==> config.mk <==
export PLATFORM = sky130hd
export DESIGN_NAME = cfp_fault_ctrl
export DESIGN_NICKNAME = d
export VERILOG_FILES = /design/src/design/cfp_short_detect.v /design/src/design/cfp_fault_ctrl.v
export VERILOG_INCLUDE_DIRS = /design/src /design/src/design
export SDC_FILE = /design/constraint.sdc
export NUM_CORES = 1
export LEC_CHECK = 0
export BUFFER_PORTS_ARGS = -buffer_cell sky130_fd_sc_hd__clkbuf_2
export CAP_MARGIN = 20
export CORE_MARGIN = 4
export CORE_UTILIZATION = 53
export CTS_BUF_LIST = sky130_fd_sc_hd__clkbuf_16
export DETAILED_ROUTE_END_ITERATION = 16
export PLACE_DENSITY = 0.83
export SLEW_MARGIN = 0
export SYNTH_ARGS = -nofsm -noshare
export SYNTH_HDL_FRONTEND = slang
export SYNTH_SLANG_ARGS = --single-unit
==> constraint.sdc <==
create_clock -name mclk -period 4.5 [get_ports mclk]
set_input_delay 0.675 -clock mclk [delete_from_list [all_inputs] [get_ports mclk]]
set_output_delay 0.675 -clock mclk [all_outputs]
set_load 0.005 [all_outputs]
==> src/design/cfp_regs.vh <==
`ifndef CFP_REGS_VH
`define CFP_REGS_VH
// ****************************************************************
// register offsets (byte addresses)
// ****************************************************************
`define CFP_ADDR_W 8
`define CFP_OFF_OPTION 8'h00
`define CFP_OFF_STATUS 8'h04
`define CFP_OFF_IRQ_STATUS 8'h08
`define CFP_OFF_IRQ_CLEAR 8'h0C
`define CFP_OFF_IRQ_ENABLE 8'h10
// ****************************************************************
// charge option register fields
// ****************************************************************
`define CFP_OPT_LS_THR 7
`define CFP_OPT_HS_EN 8
`define CFP_OPT_FADJ_EN 9
`define CFP_OPT_FADJ_UP 10
`define CFP_OPT_RESET 4'h0
// ****************************************************************
// status register fields
// ****************************************************************
`define CFP_ST_THERMAL 0
`define CFP_ST_LATCHED 1
`define CFP_ST_SOFTSTART 2
`define CFP_ST_HS_CNT_LSB 4
`define CFP_ST_LS_CNT_LSB 8
// ****************************************************************
// interrupt status, clear and enable fields
// ****************************************************************
`define CFP_IRQ_W 6
`define CFP_IRQ_THERM_TRIP 0
`define CFP_IRQ_THERM_EXIT 1
`define CFP_IRQ_LATCH 2
`define CFP_IRQ_HS_SHORT 3
`define CFP_IRQ_LS_SHORT 4
`define CFP_IRQ_BOOST_CUT 5
`define CFP_IRQ_RESET 6'h00
// ****************************************************************
// counts
// ****************************************************************
`define CFP_SHORT_LIMIT 3'h7
`define CFP_BLANK_CYCLES 4
`define CFP_SS_CYCLES 256
`define CFP_RESP_OKAY 2'h0
`define CFP_RESP_SLVERR 2'h2
`endif

==> src/design/cfp_short_detect.v <==
`timescale 1ns/1ps
`include "cfp_regs.vh"
// blanking, one-shot sampling and event count for one power transistor
module cfp_short_detect #(
  parameter BLANK_CYCLES = `CFP_BLANK_CYCLES,
  parameter BW = 8
) (
  input wire mclk,
  input wire rst,
  input wire gateOn,
  input wire overCurrent,
  input wire detectEn,
  input wire countEn,
  input wire clear,
  output reg shortEvent,
  output reg [2:0] count,
  output wire limitHit
);
  reg [BW-1:0] blankCnt;
  reg sampled;
  wire blankDone;
  wire hit;

  // comparator is only looked at once blanking has run out
  assign blankDone = (blankCnt == BLANK_CYCLES[BW-1:0]);
  // a pulse cut short before blanking ends is never sampled
  assign hit = gateOn & blankDone & ~sampled & overCurrent & detectEn;
  assign limitHit = (count == `CFP_SHORT_LIMIT);

  // blanking timer restarts at every turn-on
  always @(posedge mclk or posedge rst) begin
    if (rst) begin
      blankCnt <= {BW{1'b0}};
      sampled <= 1'b0;
    end else if (!gateOn) begin
      blankCnt <= {BW{1'b0}};
      sampled <= 1'b0;
    end else begin
      if (!blankDone)
        blankCnt <= blankCnt + {{(BW-1){1'b0}}, 1'b1};
      if (hit)
        sampled <= 1'b1;
    end
  end

  // event counter, saturating at the limit
  always @(posedge mclk or posedge rst) begin
    if (rst) begin
      count <= 3'h0;
      shortEvent <= 1'b0;
    end else begin
      shortEvent <= hit;
      if (clear)
        count <= 3'h0;
      else if (hit && countEn && !limitHit)
        count <= count + 3'h1;
    end
  end
endmodule

==> src/design/cfp_fault_ctrl.v <==
`timescale 1ns/1ps
`include "cfp_regs.vh"
// Overview of operation
// - stop converter when die exceeds 155 C
// - stay off until die below 135 C
// - reduced 16 mA regulator limit in shutdown
// - restart through soft start after shutdown
// - option bit 9 enables 18 percent offset
// - option bit 10 picks frequency direction
// - sample short comparators only after blanking
// - separate high-side and low-side event counters
// - count of seven latches charger off
// - latched: adapter switches off, battery switch on
// - latch clears on undervoltage or adapter-detect low
// - option bit 7 picks low-side threshold
// - option bit 8 enables high-side detection
// - boost low-side shorts only cut cycle
// - pulses ended before blanking never counted
// - soft start may need many cycles
module cfp_fault_ctrl #(
  parameter BLANK_CYCLES = `CFP_BLANK_CYCLES,
  parameter SS_CYCLES = `CFP_SS_CYCLES
) (
  input wire mclk,
  input wire rst,
  // AXI4-Lite slave
  input wire [`CFP_ADDR_W-1:0] s_axi_awaddr,
  input wire s_axi_awvalid,
  output wire s_axi_awready,
  input wire [31:0] s_axi_wdata,
  input wire [3:0] s_axi_wstrb,
  input wire s_axi_wvalid,
  output wire s_axi_wready,
  output reg [1:0] s_axi_bresp,
  output reg s_axi_bvalid,
  input wire s_axi_bready,
  input wire [`CFP_ADDR_W-1:0] s_axi_araddr,
  input wire s_axi_arvalid,
  output wire s_axi_arready,
  output reg [31:0] s_axi_rdata,
  output reg [1:0] s_axi_rresp,
  output reg s_axi_rvalid,
  input wire s_axi_rready,
  // sensing
  input wire dieAbove155,
  input wire dieBelow135,
  input wire hsGateOn,
  input wire lsGateOn,
  input wire hsOverCur,
  input wire lsOverCur,
  input wire boostMode,
  input wire undervoltageLockout,
  input wire adapterDetectLow,
  // control
  output reg converterEnable,
  output reg softStartActive,
  output reg regulatorLimitLow,
  output reg freqAdjEn,
  output reg freqAdjUp,
  output reg lsThresholdHigh,
  output reg hsDetectEn,
  output wire lsCycleCut,
  output reg adapterInputSwitchOn,
  output reg reverseBlockSwitchOn,
  output reg batteryPathSwitchOn,
  output wire irq
);
  // ****************************************************************
  // declarations
  // ****************************************************************
  localparam ST_RUN = 3'b001;
  localparam ST_THERMAL = 3'b010;
  localparam ST_SOFTSTART = 3'b100;
  localparam SSW = 16;

  reg [2:0] state;
  reg [2:0] next_state;
  reg [SSW-1:0] ssCnt;
  reg latched;
  reg [`CFP_IRQ_W-1:0] irqStatus;
  reg [`CFP_IRQ_W-1:0] irqEnable;
  reg awHeld;
  reg wHeld;
  reg [`CFP_ADDR_W-1:0] awAddr;
  reg [31:0] wData;
  reg [3:0] wStrb;
  reg [31:0] readWord;
  reg readHit;
  wire doWrite;
  wire doRead;
  wire writeHit;
  wire latchClear;
  wire hsEvent;
  wire lsEvent;
  wire hsLimit;
  wire lsLimit;
  wire [2:0] hsCount;
  wire [2:0] lsCount;
  wire [`CFP_IRQ_W-1:0] irqSet;
  wire [`CFP_IRQ_W-1:0] irqClr;
  wire inThermal;
  wire ssDone;

  // ****************************************************************
  // register bus: write channel
  // ****************************************************************
  // address and data are caught separately, in either order
  assign s_axi_awready = ~awHeld & ~s_axi_bvalid;
  assign s_axi_wready = ~wHeld & ~s_axi_bvalid;
  assign doWrite = awHeld & wHeld & ~s_axi_bvalid;
  assign writeHit = (awAddr == `CFP_OFF_OPTION) || (awAddr == `CFP_OFF_STATUS) ||
                    (awAddr == `CFP_OFF_IRQ_STATUS) || (awAddr == `CFP_OFF_IRQ_CLEAR) ||
                    (awAddr == `CFP_OFF_IRQ_ENABLE);

  // holding registers and response
  always @(posedge mclk or posedge rst) begin
    if (rst) begin
      awHeld <= 1'b0;
      wHeld <= 1'b0;
      awAddr <= {`CFP_ADDR_W{1'b0}};
      wData <= 32'h00000000;
      wStrb <= 4'h0;
      s_axi_bvalid <= 1'b0;
      s_axi_bresp <= `CFP_RESP_OKAY;
    end else begin
      if (s_axi_awvalid && s_axi_awready) begin
        awHeld <= 1'b1;
        awAddr <= {s_axi_awaddr[`CFP_ADDR_W-1:2], 2'b00};
      end
      if (s_axi_wvalid && s_axi_wready) begin
        wHeld <= 1'b1;
        wData <= s_axi_wdata;
        wStrb <= s_axi_wstrb;
      end
      if (doWrite) begin
        awHeld <= 1'b0;
        wHeld <= 1'b0;
        s_axi_bvalid <= 1'b1;
        s_axi_bresp <= writeHit ? `CFP_RESP_OKAY : `CFP_RESP_SLVERR;
      end else if (s_axi_bvalid && s_axi_bready) begin
        s_axi_bvalid <= 1'b0;
      end
    end
  end

  // option and enable registers written by the host
  always @(posedge mclk or posedge rst) begin
    if (rst) begin
      {freqAdjUp, freqAdjEn, hsDetectEn, lsThresholdHigh} <= `CFP_OPT_RESET;
      irqEnable <= `CFP_IRQ_RESET;
    end else if (doWrite) begin
      if (awAddr == `CFP_OFF_OPTION) begin
        if (wStrb[0])
          lsThresholdHigh <= wData[`CFP_OPT_LS_THR];
        if (wStrb[1]) begin
          hsDetectEn <= wData[`CFP_OPT_HS_EN];
          freqAdjEn <= wData[`CFP_OPT_FADJ_EN];
          freqAdjUp <= wData[`CFP_OPT_FADJ_UP];
        end
      end
      if (awAddr == `CFP_OFF_IRQ_ENABLE && wStrb[0])
        irqEnable <= wData[`CFP_IRQ_W-1:0];
    end
  end

  // ****************************************************************
  // register bus: read channel
  // ****************************************************************
  assign s_axi_arready = ~s_axi_rvalid;
  assign doRead = s_axi_arvalid & s_axi_arready;

  // read multiplexer; clear register and holes read as zero
  always @* begin
    readWord = 32'h00000000;
    readHit = 1'b1;
    case ({s_axi_araddr[`CFP_ADDR_W-1:2], 2'b00})
      `CFP_OFF_OPTION: begin
        readWord[`CFP_OPT_LS_THR] = lsThresholdHigh;
        readWord[`CFP_OPT_HS_EN] = hsDetectEn;
        readWord[`CFP_OPT_FADJ_EN] = freqAdjEn;
        readWord[`CFP_OPT_FADJ_UP] = freqAdjUp;
      end
      `CFP_OFF_STATUS: begin
        readWord[`CFP_ST_THERMAL] = inThermal;
        readWord[`CFP_ST_LATCHED] = latched;
        readWord[`CFP_ST_SOFTSTART] = softStartActive;
        readWord[`CFP_ST_HS_CNT_LSB+2:`CFP_ST_HS_CNT_LSB] = hsCount;
        readWord[`CFP_ST_LS_CNT_LSB+2:`CFP_ST_LS_CNT_LSB] = lsCount;
      end
      `CFP_OFF_IRQ_STATUS: readWord[`CFP_IRQ_W-1:0] = irqStatus;
      `CFP_OFF_IRQ_CLEAR: readWord = 32'h00000000;
      `CFP_OFF_IRQ_ENABLE: readWord[`CFP_IRQ_W-1:0] = irqEnable;
      default: readHit = 1'b0;
    endcase
  end

  // read data and response, held until taken
  always @(posedge mclk or posedge rst) begin
    if (rst) begin
      s_axi_rvalid <= 1'b0;
      s_axi_rdata <= 32'h00000000;
      s_axi_rresp <= `CFP_RESP_OKAY;
    end else if (doRead) begin
      s_axi_rvalid <= 1'b1;
      s_axi_rdata <= readWord;
      s_axi_rresp <= readHit ? `CFP_RESP_OKAY : `CFP_RESP_SLVERR;
    end else if (s_axi_rvalid && s_axi_rready) begin
      s_axi_rvalid <= 1'b0;
    end
  end

  // ****************************************************************
  // thermal shutdown with hysteresis and soft-start restart
  // ****************************************************************
  assign inThermal = (state == ST_THERMAL);
  assign ssDone = (ssCnt == SS_CYCLES[SSW-1:0] - {{(SSW-1){1'b0}}, 1'b1});

  // next state of the thermal sequencer
  always @* begin
    next_state = state;
    case (state)
      ST_RUN: begin
        if (dieAbove155)
          next_state = ST_THERMAL;
      end
      ST_THERMAL: begin
        if (dieBelow135)
          next_state = ST_SOFTSTART;
      end
      ST_SOFTSTART: begin
        if (dieAbove155)
          next_state = ST_THERMAL;
        else if (ssDone)
          next_state = ST_RUN;
      end
      default: next_state = ST_THERMAL;
    endcase
  end

  // state register and soft-start timer
  always @(posedge mclk or posedge rst) begin
    if (rst) begin
      state <= ST_SOFTSTART;
      ssCnt <= {SSW{1'b0}};
    end else begin
      state <= next_state;
      if (next_state == ST_SOFTSTART && state == ST_SOFTSTART)
        ssCnt <= ssCnt + {{(SSW-1){1'b0}}, 1'b1};
      else
        ssCnt <= {SSW{1'b0}};
    end
  end

  // ****************************************************************
  // short-circuit detection and latch
  // ****************************************************************
  // undervoltage or adapter removal is the only way out of the latch
  assign latchClear = undervoltageLockout | adapterDetectLow;

  // high-side path: only when enabled by option bit 8
  cfp_short_detect #(
    .BLANK_CYCLES(BLANK_CYCLES)
  ) u_hs (
    .mclk(mclk),
    .rst(rst),
    .gateOn(hsGateOn),
    .overCurrent(hsOverCur),
    .detectEn(hsDetectEn),
    .countEn(~latched),
    .clear(latchClear),
    .shortEvent(hsEvent),
    .count(hsCount),
    .limitHit(hsLimit)
  );

  // low-side path: not counted in boost
  cfp_short_detect #(
    .BLANK_CYCLES(BLANK_CYCLES)
  ) u_ls (
    .mclk(mclk),
    .rst(rst),
    .gateOn(lsGateOn),
    .overCurrent(lsOverCur),
    .detectEn(1'b1),
    .countEn(~latched & ~boostMode),
    .clear(latchClear),
    .shortEvent(lsEvent),
    .count(lsCount),
    .limitHit(lsLimit)
  );

  // in boost a low-side event only ends the present cycle
  assign lsCycleCut = lsEvent & boostMode;

  // latch: seventh event of either counter
  always @(posedge mclk or posedge rst) begin
    if (rst)
      latched <= 1'b0;
    else if (latchClear)
      latched <= 1'b0;
    else if (hsLimit || lsLimit)
      latched <= 1'b1;
  end

  // ****************************************************************
  // converter and power-path outputs
  // ****************************************************************
  // all outputs registered from the state and the latch
  always @(posedge mclk or posedge rst) begin
    if (rst) begin
      converterEnable <= 1'b0;
      softStartActive <= 1'b0;
      regulatorLimitLow <= 1'b0;
      adapterInputSwitchOn <= 1'b0;
      reverseBlockSwitchOn <= 1'b0;
      batteryPathSwitchOn <= 1'b0;
    end else begin
      converterEnable <= ~inThermal & ~latched;
      softStartActive <= (state == ST_SOFTSTART);
      regulatorLimitLow <= inThermal;
      adapterInputSwitchOn <= ~latched;
      reverseBlockSwitchOn <= ~latched;
      batteryPathSwitchOn <= latched;
    end
  end

  // ****************************************************************
  // interrupts
  // ****************************************************************
  assign irqSet[`CFP_IRQ_THERM_TRIP] = (next_state == ST_THERMAL) & ~inThermal;
  assign irqSet[`CFP_IRQ_THERM_EXIT] = inThermal & (next_state != ST_THERMAL);
  assign irqSet[`CFP_IRQ_LATCH] = ~latched & ~latchClear & (hsLimit | lsLimit);
  assign irqSet[`CFP_IRQ_HS_SHORT] = hsEvent;
  assign irqSet[`CFP_IRQ_LS_SHORT] = lsEvent & ~boostMode;
  assign irqSet[`CFP_IRQ_BOOST_CUT] = lsCycleCut;
  assign irqClr = (doWrite && awAddr == `CFP_OFF_IRQ_CLEAR && wStrb[0]) ?
                  wData[`CFP_IRQ_W-1:0] : {`CFP_IRQ_W{1'b0}};

  // sticky status, a new event wins over a clear
  always @(posedge mclk or posedge rst) begin
    if (rst)
      irqStatus <= `CFP_IRQ_RESET;
    else
      irqStatus <= (irqStatus & ~irqClr) | irqSet;
  end

  assign irq = |(irqStatus & irqEnable);
endmodule

* After elaboration in Yosys (flattened, before gate mapping) *
Cells that the tools add are included.

word-level totals
  register bits after elaboration = 105
  input port bits = 68
  output and inout bits = 53
  word-level logic and storage cells = 167

cells by class
  $add $sub $neg = 5
  equality and inequality tests = 23
  mux-type cells = 38
  bitwise logic cells = 36
  reductions and logical operators = 33

operator list
  kind                                                   number
  2-to-1 mux 8 bit                                       4
  equality test 6 x 2 -> 1 bit (second input constant)   4
  2-to-1 mux 3 bit                                       8
  bitwise AND 1 bit                                      20
  one-hot mux 3 bit (3 select lines)                     2
  2-to-1 mux 1 bit                                       17
  adder 16 x 1 -> 16 bit (second input constant)         1
  adder 8 x 1 -> 8 bit (second input constant)           2
  equality test 16 x 8 -> 1 bit (second input constant)  1
  equality test 8 x 3 -> 1 bit (second input constant)   2
  2-to-1 mux 16 bit                                      1
  nonzero test 2 bit                                     7
  bitwise AND 6 bit                                      2
  equality test 3 bit (second input constant)            4
  equality test 6 x 1 -> 1 bit (second input constant)   2
  equality test 6 x 3 -> 1 bit (second input constant)   2
  logical AND 1 bit                                      12
  NOT 1 bit                                              10
  logical NOT 8 bit                                      1
  adder 3 x 1 -> 3 bit (second input constant)           2
  equality test 3 x 2 -> 1 bit (second input constant)   2
  logical NOT 6 bit                                      1
  2-to-1 mux 6 bit                                       1
  NOT 6 bit                                              1
  16 further kinds                                       26

* Longest topological paths before layout *
Gate-level depths: netlist (run 1).

  word-level depth = 9
  gate-level depth with buffers = 7
  mapped depth without buffers = 6

* Cells and area by module *
A second synthesis (run 1) with hierarchy kept.

unflattened totals
  cells, all modules = 453
  area total of the unflattened synthesis = 4885.9 um^2

modules (own cells, without submodules)
  module            instances  cells an instance  area an instance (um^2)  seq. area each (um^2)
  cfp_fault_ctrl    1          315                3504.6                   1903.1
  cfp_short_detect  2          69                 690.7                    325.3

* Worst setup path before layout (run 1) *
Ideal clock, no wire load.

  path kind = input to register
  start = input s_axi_araddr[5]
  end = register s_axi_rdata[0]
  library setup time = 87 ps
  arrival time = 1882 ps
  data required time = 4413 ps
  slack = 2531 ps
  stages = 5
  path buffers = 1
  cells stage by stage = or3_1 buf_6 nor4b_4 a222oi_1 a22oi_1

on the way
  word-level cells in the longest chain between the ends = 2

ends and longest elaborated chain
  element                                               line                  RTL
  from (decl)                                           cfp_fault_ctrl.v:37   input wire [`CFP_ADDR_W-1:0] s_axi_araddr,
  equality test 6 x 3 -> 1 bit (tied with other cells)  cfp_fault_ctrl.v:176  case ({s_axi_araddr[`CFP_ADDR_W-1:2], 2'b00})
  one-hot mux 3 bit (3 select lines) *                  cfp_fault_ctrl.v:176
  to (signal assigned)                                  cfp_fault_ctrl.v:205  s_axi_rdata <= readWord;
  to (decl)                                             cfp_fault_ctrl.v:40   output reg [31:0] s_axi_rdata,

Every way passes the cells marked *; elsewhere a longest branch is shown, timed or not.
A chain may end at the register's enable or synchronous reset.

* Worst setup path after layout (run 1) *
  start = register u_ls.blankCnt[3]
  end = register u_ls.count[2]

on the way
  word-level cells in the longest chain between the ends = 7

ends and longest elaborated chain
  element                         line                   RTL
  from (decl)                     cfp_short_detect.v:19  reg [BW-1:0] blankCnt;
  from (signal assigned)          cfp_short_detect.v:33  blankCnt <= {BW{1'b0}};
  from (signal assigned)          cfp_short_detect.v:36  blankCnt <= {BW{1'b0}};
  from (signal assigned)          cfp_short_detect.v:40  blankCnt <= blankCnt + {{(BW-1){1'b0}}, 1'b1};
  equality test 8 x 3 -> 1 bit    cfp_short_detect.v:25  assign blankDone = (blankCnt == BLANK_CYCLES[BW-1:0]);
  bitwise AND 1 bit (3 in a row)  cfp_short_detect.v:27  assign hit = gateOn & blankDone & ~sampled & overCurrent & detectEn;
  logical AND 1 bit (2 in a row)  cfp_short_detect.v:55  else if (hit && countEn && !limitHit)
  nonzero test 2 bit (no line)    -
  to (signal assigned)            cfp_short_detect.v:56  count <= count + 3'h1;
  to (decl)                       cfp_short_detect.v:16  output reg [2:0] count,

No other way between the ends.

==> results.toml, run 1 <==
[status]
outcome = "completed"

[final_layout]
fillerInstances = 694
area_growth_pct = 12.3
n_antenna_cell = 0
fin_nets = 586
stdcell_area_um2 = 5400
layout-drive-gt1-share_pct = 23.7
final_core_util_pct = 61.6
final_cells = 622

[yosys]
synthMuxAreaShare_pct = 7.16
synth-seq-area-share_pct = 53.1
synth_top_family_by_area = "simple AND/OR/NAND/NOR gates"
synth_top_area_share_pct = 52.6
async_reset_ff_share_pct = 100
yosysUniqueCellTypes = 47
yosysMostFrequentCell = "dfrtp_1"
yosys_warnings = 0
syn_area_um2 = 4810
ys.flop_type = "dfrtp_1"
ys_ff_latch = 102
syn_inst = 440
synth_xor_area_share_pct = 4.01
synthTopCellsByArea = "dfrtp_1 (53%), mux2_2 (6.3%), buf_4 (3.7%)"
synth.avg_cell_area_um2 = 10.9
synth-simple-area-share_pct = 18.1
synth_adder_area_share_pct = 2.34
synth_compound_area_share_pct = 8.72
yosys.area.top_type = "dfrtp_1"
synth_edf_count = 0
synth_common_cells = "dfrtp_1 (101), nand2_1 (46), nor2_1 (39), mux2_2 (27), buf_4 (24)"

[routing]
first_iter_violations = 162
vias = 3424
dr.pass1.iters = 5
routed_wl_um = 9350
wl_met2_um = 4340
drc = 0
vias_per_cell = 5.50
highest_layer = "met4"
met3_length_um = 692
wl_met1_um = 4180
drt.antenna.violating_nets = 0
routedWlPerCell_um = 15.0

[grt]
grtUsageTotal_pct = 18.5
grt_pass1_vias = 3225
grt_pass1_wl_um = 15300
grt-ovfl-total = 0
grt_max_degree = 68
antenna_found_initial = 0

[clocking]
cts_max_path_buffers = 2
cts.sinks = 102
post-cts-setup-buffers = 0
cts_tree = "built"
clock_latency_ps = 340
cts_resized = 0
cts-buffers-inserted = 9
cts-root-buf = "clkbuf_16"
h-tree-depth = 3
ctsHoldBuffers = 0
path_clk_slew_ps = 70

[die]
die_area_um2 = 10700
ioPinCount = 121
initial_core_util_pct = 54.9
rows = 34
die_w_um = 103
core_um2 = 8760
die_h_um = 103

[timing]
fin_crit_sh_pct = 47.6
maxSlewViolCount = 0
slew_headroom_pct = 38.9
finalHoldViolCount = 0
max_freq_mhz = 467
period_needed_ps = 2140
tightest_slew_ps = 904
grt_setup_unrepaired = "false"
finalSetupTns_ps = 0
setup_violations = 0
clock_skew_ps = 5.67

[placement]
hpwl_um = 6690
gp_congestion = 0.851
placed_cells = 605
placed_area_um2 = 5120
portBuffers = 69

[power]
power.density_nw_per_um2 = 435
p_leak_nw = 2.50
ir_drop_v = 0.000300
power_mw = 2.35

[worst_setup_path]
rr_endpoint = "u_ls.count[2]$_DFFE_PP0P_"
critPathRequiredTime_ps = 4730
critPathLaunchType = "flop"
arrival_ps = 2370
r2r_start = "u_ls.blankCnt[3]$_DFFE_PP0P_"
reg2reg_depth = 4
reg2reg_slack_ps = 2360
crit_fanout = 6
crit_path_end_kind = "flop"
crit_type = "flop to flop"

[min_path]
min_to = "softStartActive$_DFF_PP0_"
holdCritStartpoint = "state[1]$_DFF_PP0_"
holdPathStages = 1
hold_path_class = "flop to flop"

[job]
drv_cap = 0
[layout make-up]
| type | count | area, um^2 | area share (%) |
|---|---|---|---|
| flip-flops and latches | 102 | 2550 | 47.3 |
| multi-input cells | 310 | 2020 | 37.5 |
| clock inverters | 7 | 40.0 | 0.742 |
| repair buffers | 71 | 360 | 6.68 |
| clock buffers | 9 | 225 | 4.17 |
| well taps | 108 | 135 | 2.50 |
| inverters | 15 | 58.8 | 1.09 |
[worst max-delay path, cell delays in order, from the launching register on]
cell,delay (ps)
dfrtp_1,430
nor4b_1,820
nand4_1,430
mux2i_1,290
nor2_1,60
[metal layers]
metal	vias up	track usage [%]
met1	1657	25.9
met3	11	5.23
met5	-	0
li1	1629	-
met4	0	5.58
met2	127	28.1
[kinds of logic (layout without fill, tap and decap cells)]
family / count (synthesis) / count (layout)
AND/OR/NAND/NOR: 163 / 163
flip-flops: 102 / 102
AO/OA/AOI/OAI: 62 / 62
buffers and inverters: 50 / 102
multiplexers: 31 / 31
XOR/XNOR: 22 / 22
adder cells (fa/ha/maj): 9 / 9
other: 1 / 23
[cell usage in the layout, fill, tap and decap left out, types with 4 or more instances in the layout]
cell type | synthesis | layout
a21o_1 | 4 | 4
a222oi_1 | 5 | 5
nand4_1 | 5 | 5
ha_1 | 9 | 9
and2_1 | 6 | 6
inv_1 | 15 | 14
nor3_1 | 9 | 9
o21ai_0 | 19 | 19
or3_1 | 7 | 7
o21a_1 | 4 | 4
nand2_1 | 46 | 46
conb_1 | 1 | 23
nor2b_1 | 5 | 5
mux2_2 | 27 | 27
dfrtp_1 | 101 | 101
clkbuf_2 | 0 | 69
clkbuf_16 | 0 | 9
mux2i_1 | 4 | 4
nor2_1 | 39 | 39
nand3_1 | 16 | 16
xnor2_1 | 18 | 18
a22oi_1 | 12 | 12
a21boi_0 | 9 | 9
xor2_1 | 4 | 4
[state kept, by name (all words and copies together), names as in the netlist, 2 cells and up]
signal,flops
wStrb,2
irqStatus,6
state,3
u_hs.count,3
awAddr,6
u_hs.blankCnt,8
irqEnable,6
ssCnt,16
u_ls.count,3
s_axi_rdata,11
wData,10
u_ls.blankCnt,8
[through the flow]
stage,hold slack (ps),worst slack (ps)
after detailed placement,446,2140
after CTS,457,2430
after global placement,445,2190
final,460,2360
after floorplan,404,1150
after global routing,492,2270
[worst max path at each step]
stage | from | endpoint | slack, ps
after global placement | s_axi_araddr[5] | s_axi_rdata[4]$_DFFE_PP0P_ | 2190
after detailed placement | s_axi_araddr[5] | s_axi_rdata[4]$_DFFE_PP0P_ | 2140
after CTS | s_axi_bvalid$_DFFE_PP0P_ | wData[8]$_DFFE_PP0P_ | 2430
final | u_ls.blankCnt[3]$_DFFE_PP0P_ | u_ls.count[2]$_DFFE_PP0P_ | 2360
after global routing | ssCnt[0]$_DFF_PP0_ | ssCnt[2]$_DFF_PP0_ | 2270
after floorplan | rst | awAddr[2]$_DFFE_PP0P_ | 1150
[power breakdown]
group	internal [mW]	total (mW)	switching, mW
Sequential	1.08	1.21	0.129
Combinational	0.222	0.429	0.207
Clock	0.370	0.705	0.334
No activity file was read; power rests on OpenSTA's default activity.
==> inputs of run 2 (changes only) <==
Clock period 4.5 ns to 2.12 ns, I/O delays scaled along.
==> run 2 against run 1 <==
  * Count of clock-buffer cells in the layout unchanged
  * Sequential share of layout area fell by 1.1 points
  * Die area did not move
  * Register-to-register slack got worse by 2100 ps
  * Setup slack got worse by 2100 ps
  * Maximum frequency up 16%
  * Routed wire length is 5.0% higher
  * Via count increased by 2.2%
  * Core utilization up 1.5 points
==> results.toml, run 2 (synthesis gave the netlist of run 1 again) <==
[final_layout]
fin_nets = 599
layout_commonest_cell = "dfrtp_1"
top_regs = "ssCnt x16, s_axi_rdata x11, wData x10"
n_antenna_cell = 0
largest_reg_flops = 16
regMostFlops = "ssCnt"
layout_common_cells = "dfrtp_1 (101), clkbuf_2 (69), nand2_1 (46)"
layout-drive-gt1-share_pct = 25.8
area_growth_pct = 15.0

[grt]
grt_pass1_wl_um = 16400
grt_max_degree = 48
grt_pass1_vias = 3452
grtUsageTotal_pct = 19.5
antenna_found_initial = 0
grt-ovfl-total = 0

[timing]
fin_crit_sh_pct = 86.9
grt_setup_unrepaired = "false"
finalHoldViolCount = 0
worst_slack_ps = 277
maxSlewViolCount = 0
period_needed_ps = 1840
setup_violations = 0
max_freq_mhz = 543
clock_skew_ps = 9.90
finalSetupTns_ps = 0

[clocking]
cts_resized = 0
cts_max_path_buffers = 2
path_clk_slew_ps = 70
h-tree-depth = 3
post-cts-setup-buffers = 0
cts_tree = "built"
cts-buffers-inserted = 9
cts.sinks = 102
clock_latency_ps = 340
cts-root-buf = "clkbuf_16"

[worst_setup_path]
slowest_delay_ps = 430
crit_path_end_kind = "flop"
cpMaxStageDelayCell = "dfrtp_1"
crit_type = "flop to flop"
crit_chain = "nand3b_1, nor3_1, and3_1, mux2_2"
critPathRequiredTime_ps = 2350
critPathLaunchType = "flop"
arrival_ps = 2070
crit_fanout = 8
r2r_start = "s_axi_bvalid$_DFFE_PP0P_"
rr_endpoint = "freqAdjUp$_DFFE_PP0P_"
reg2reg_depth = 4
reg2reg_slack_ps = 280

[min_path]
min_to = "s_axi_bvalid$_DFFE_PP0P_"
holdPathStages = 2
hold_path_class = "input pin to flop"
holdCritStartpoint = "s_axi_bready"

[die]
die_w_um = 103
core_um2 = 8760
ioPinCount = 121
die_area_um2 = 10700
rows = 34
initial_core_util_pct = 54.9
die_h_um = 103

[placement]
hpwl_um = 7170
gp_congestion = 0.857
post-place-ws_ps = 288
portBuffers = 69

[routing]
first_iter_violations = 245
dr.pass1.iters = 4
vias = 3500
routed_wl_um = 9810
vias_per_cell = 5.51
drc = 0
routedWlPerCell_um = 15.5
drt.antenna.violating_nets = 0

[power]
ir_drop_v = 0.000669
p_leak_nw = 2.58
power.density_nw_per_um2 = 921

[job]
drv_cap = 0

[status]
outcome = "completed"
[run 2: cell count changes in the layout (fill, tap and decap cells not counted), moves of 2 or more]
cell      change
buf_4        +11
clkinv_1      -3
clkinv_4      +2
inv_8         +2
[run 2: layout make-up]
| cell class | instances | area, um^2 |
|---|---|---|
| Inverter | 15 | 60.1 |
| Fill cell | 676 | 3230 |
| Timing Repair Buffer | 84 | 473 |
| Tap cell | 108 | 135 |
| Multi-Input combinational cell | 310 | 2020 |
| Clock buffer | 9 | 225 |
| Clock inverter | 7 | 58.8 |
| Sequential cell | 102 | 2550 |
[run 2: critical path, delay by kind of cell (launching register included)]
| kind | cells | cell delay (ps) |
|---|---|---|
| flops | 1 | 430 |
| mux | 1 | 360 |
| simple gates | 3 | 940 |
[run 2: what timing repair did]
action,4_1_cts,5_1_grt
endpoints found under the hold margin,16,0
hold buffers,1,0
endpoints found under the setup margin,0,0
[run 2: metal layers]
layer,GRT usage (%),routed length (um),vias up,part of all wire (%)
li1,-,-,1653,-
met2,31.7,4870,122,50
met4,7.27,138,0,1.4
met1,26.4,4160,1715,42
met3,3.55,646,10,6.6
met5,0,0,-,0
[run 2: worst max-delay path by stage]
stage | start | endpoint | slack [ps]
2_1_floorplan | ssCnt[0]$_DFF_PP0_ | ssCnt[13]$_DFF_PP0_ | 390
3_3_place_gp | ssCnt[8]$_DFF_PP0_ | ssCnt[7]$_DFF_PP0_ | 310
3_5_place_dp | s_axi_araddr[5] | s_axi_rdata[0]$_DFFE_PP0P_ | 290
4_1_cts | ssCnt[8]$_DFF_PP0_ | ssCnt[6]$_DFF_PP0_ | 280
5_1_grt | s_axi_bvalid$_DFFE_PP0P_ | freqAdjUp$_DFFE_PP0P_ | 140
6_report | s_axi_bvalid$_DFFE_PP0P_ | freqAdjUp$_DFFE_PP0P_ | 280
[run 2: where the power goes]
| group | total, mW | internal [mW] | switching [mW] |
|---|---|---|---|
| clock | 1.57 | 0.813 | 0.753 |
| combinational | 0.946 | 0.498 | 0.448 |
| sequential | 2.58 | 2.30 | 0.278 |
[run 2: stage by stage]
stage | instance area (um^2) | hold WS [ps] | utilization (%) | std cells | power, mW
5_1_grt | 5530 | 148 | 63.1 | 635 | 5.37
3_5_place_dp | 5240 | 337 | 59.7 | 618 | 3.56
3_3_place_gp | 5240 | 332 | 59.7 | 618 | 3.49
4_1_cts | 5530 | 149 | 63.1 | 635 | 5.14
2_1_floorplan | 4890 | 404 | - | 462 | 3.21
6_report | 5530 | 155 | 63.1 | 635 | 5.09
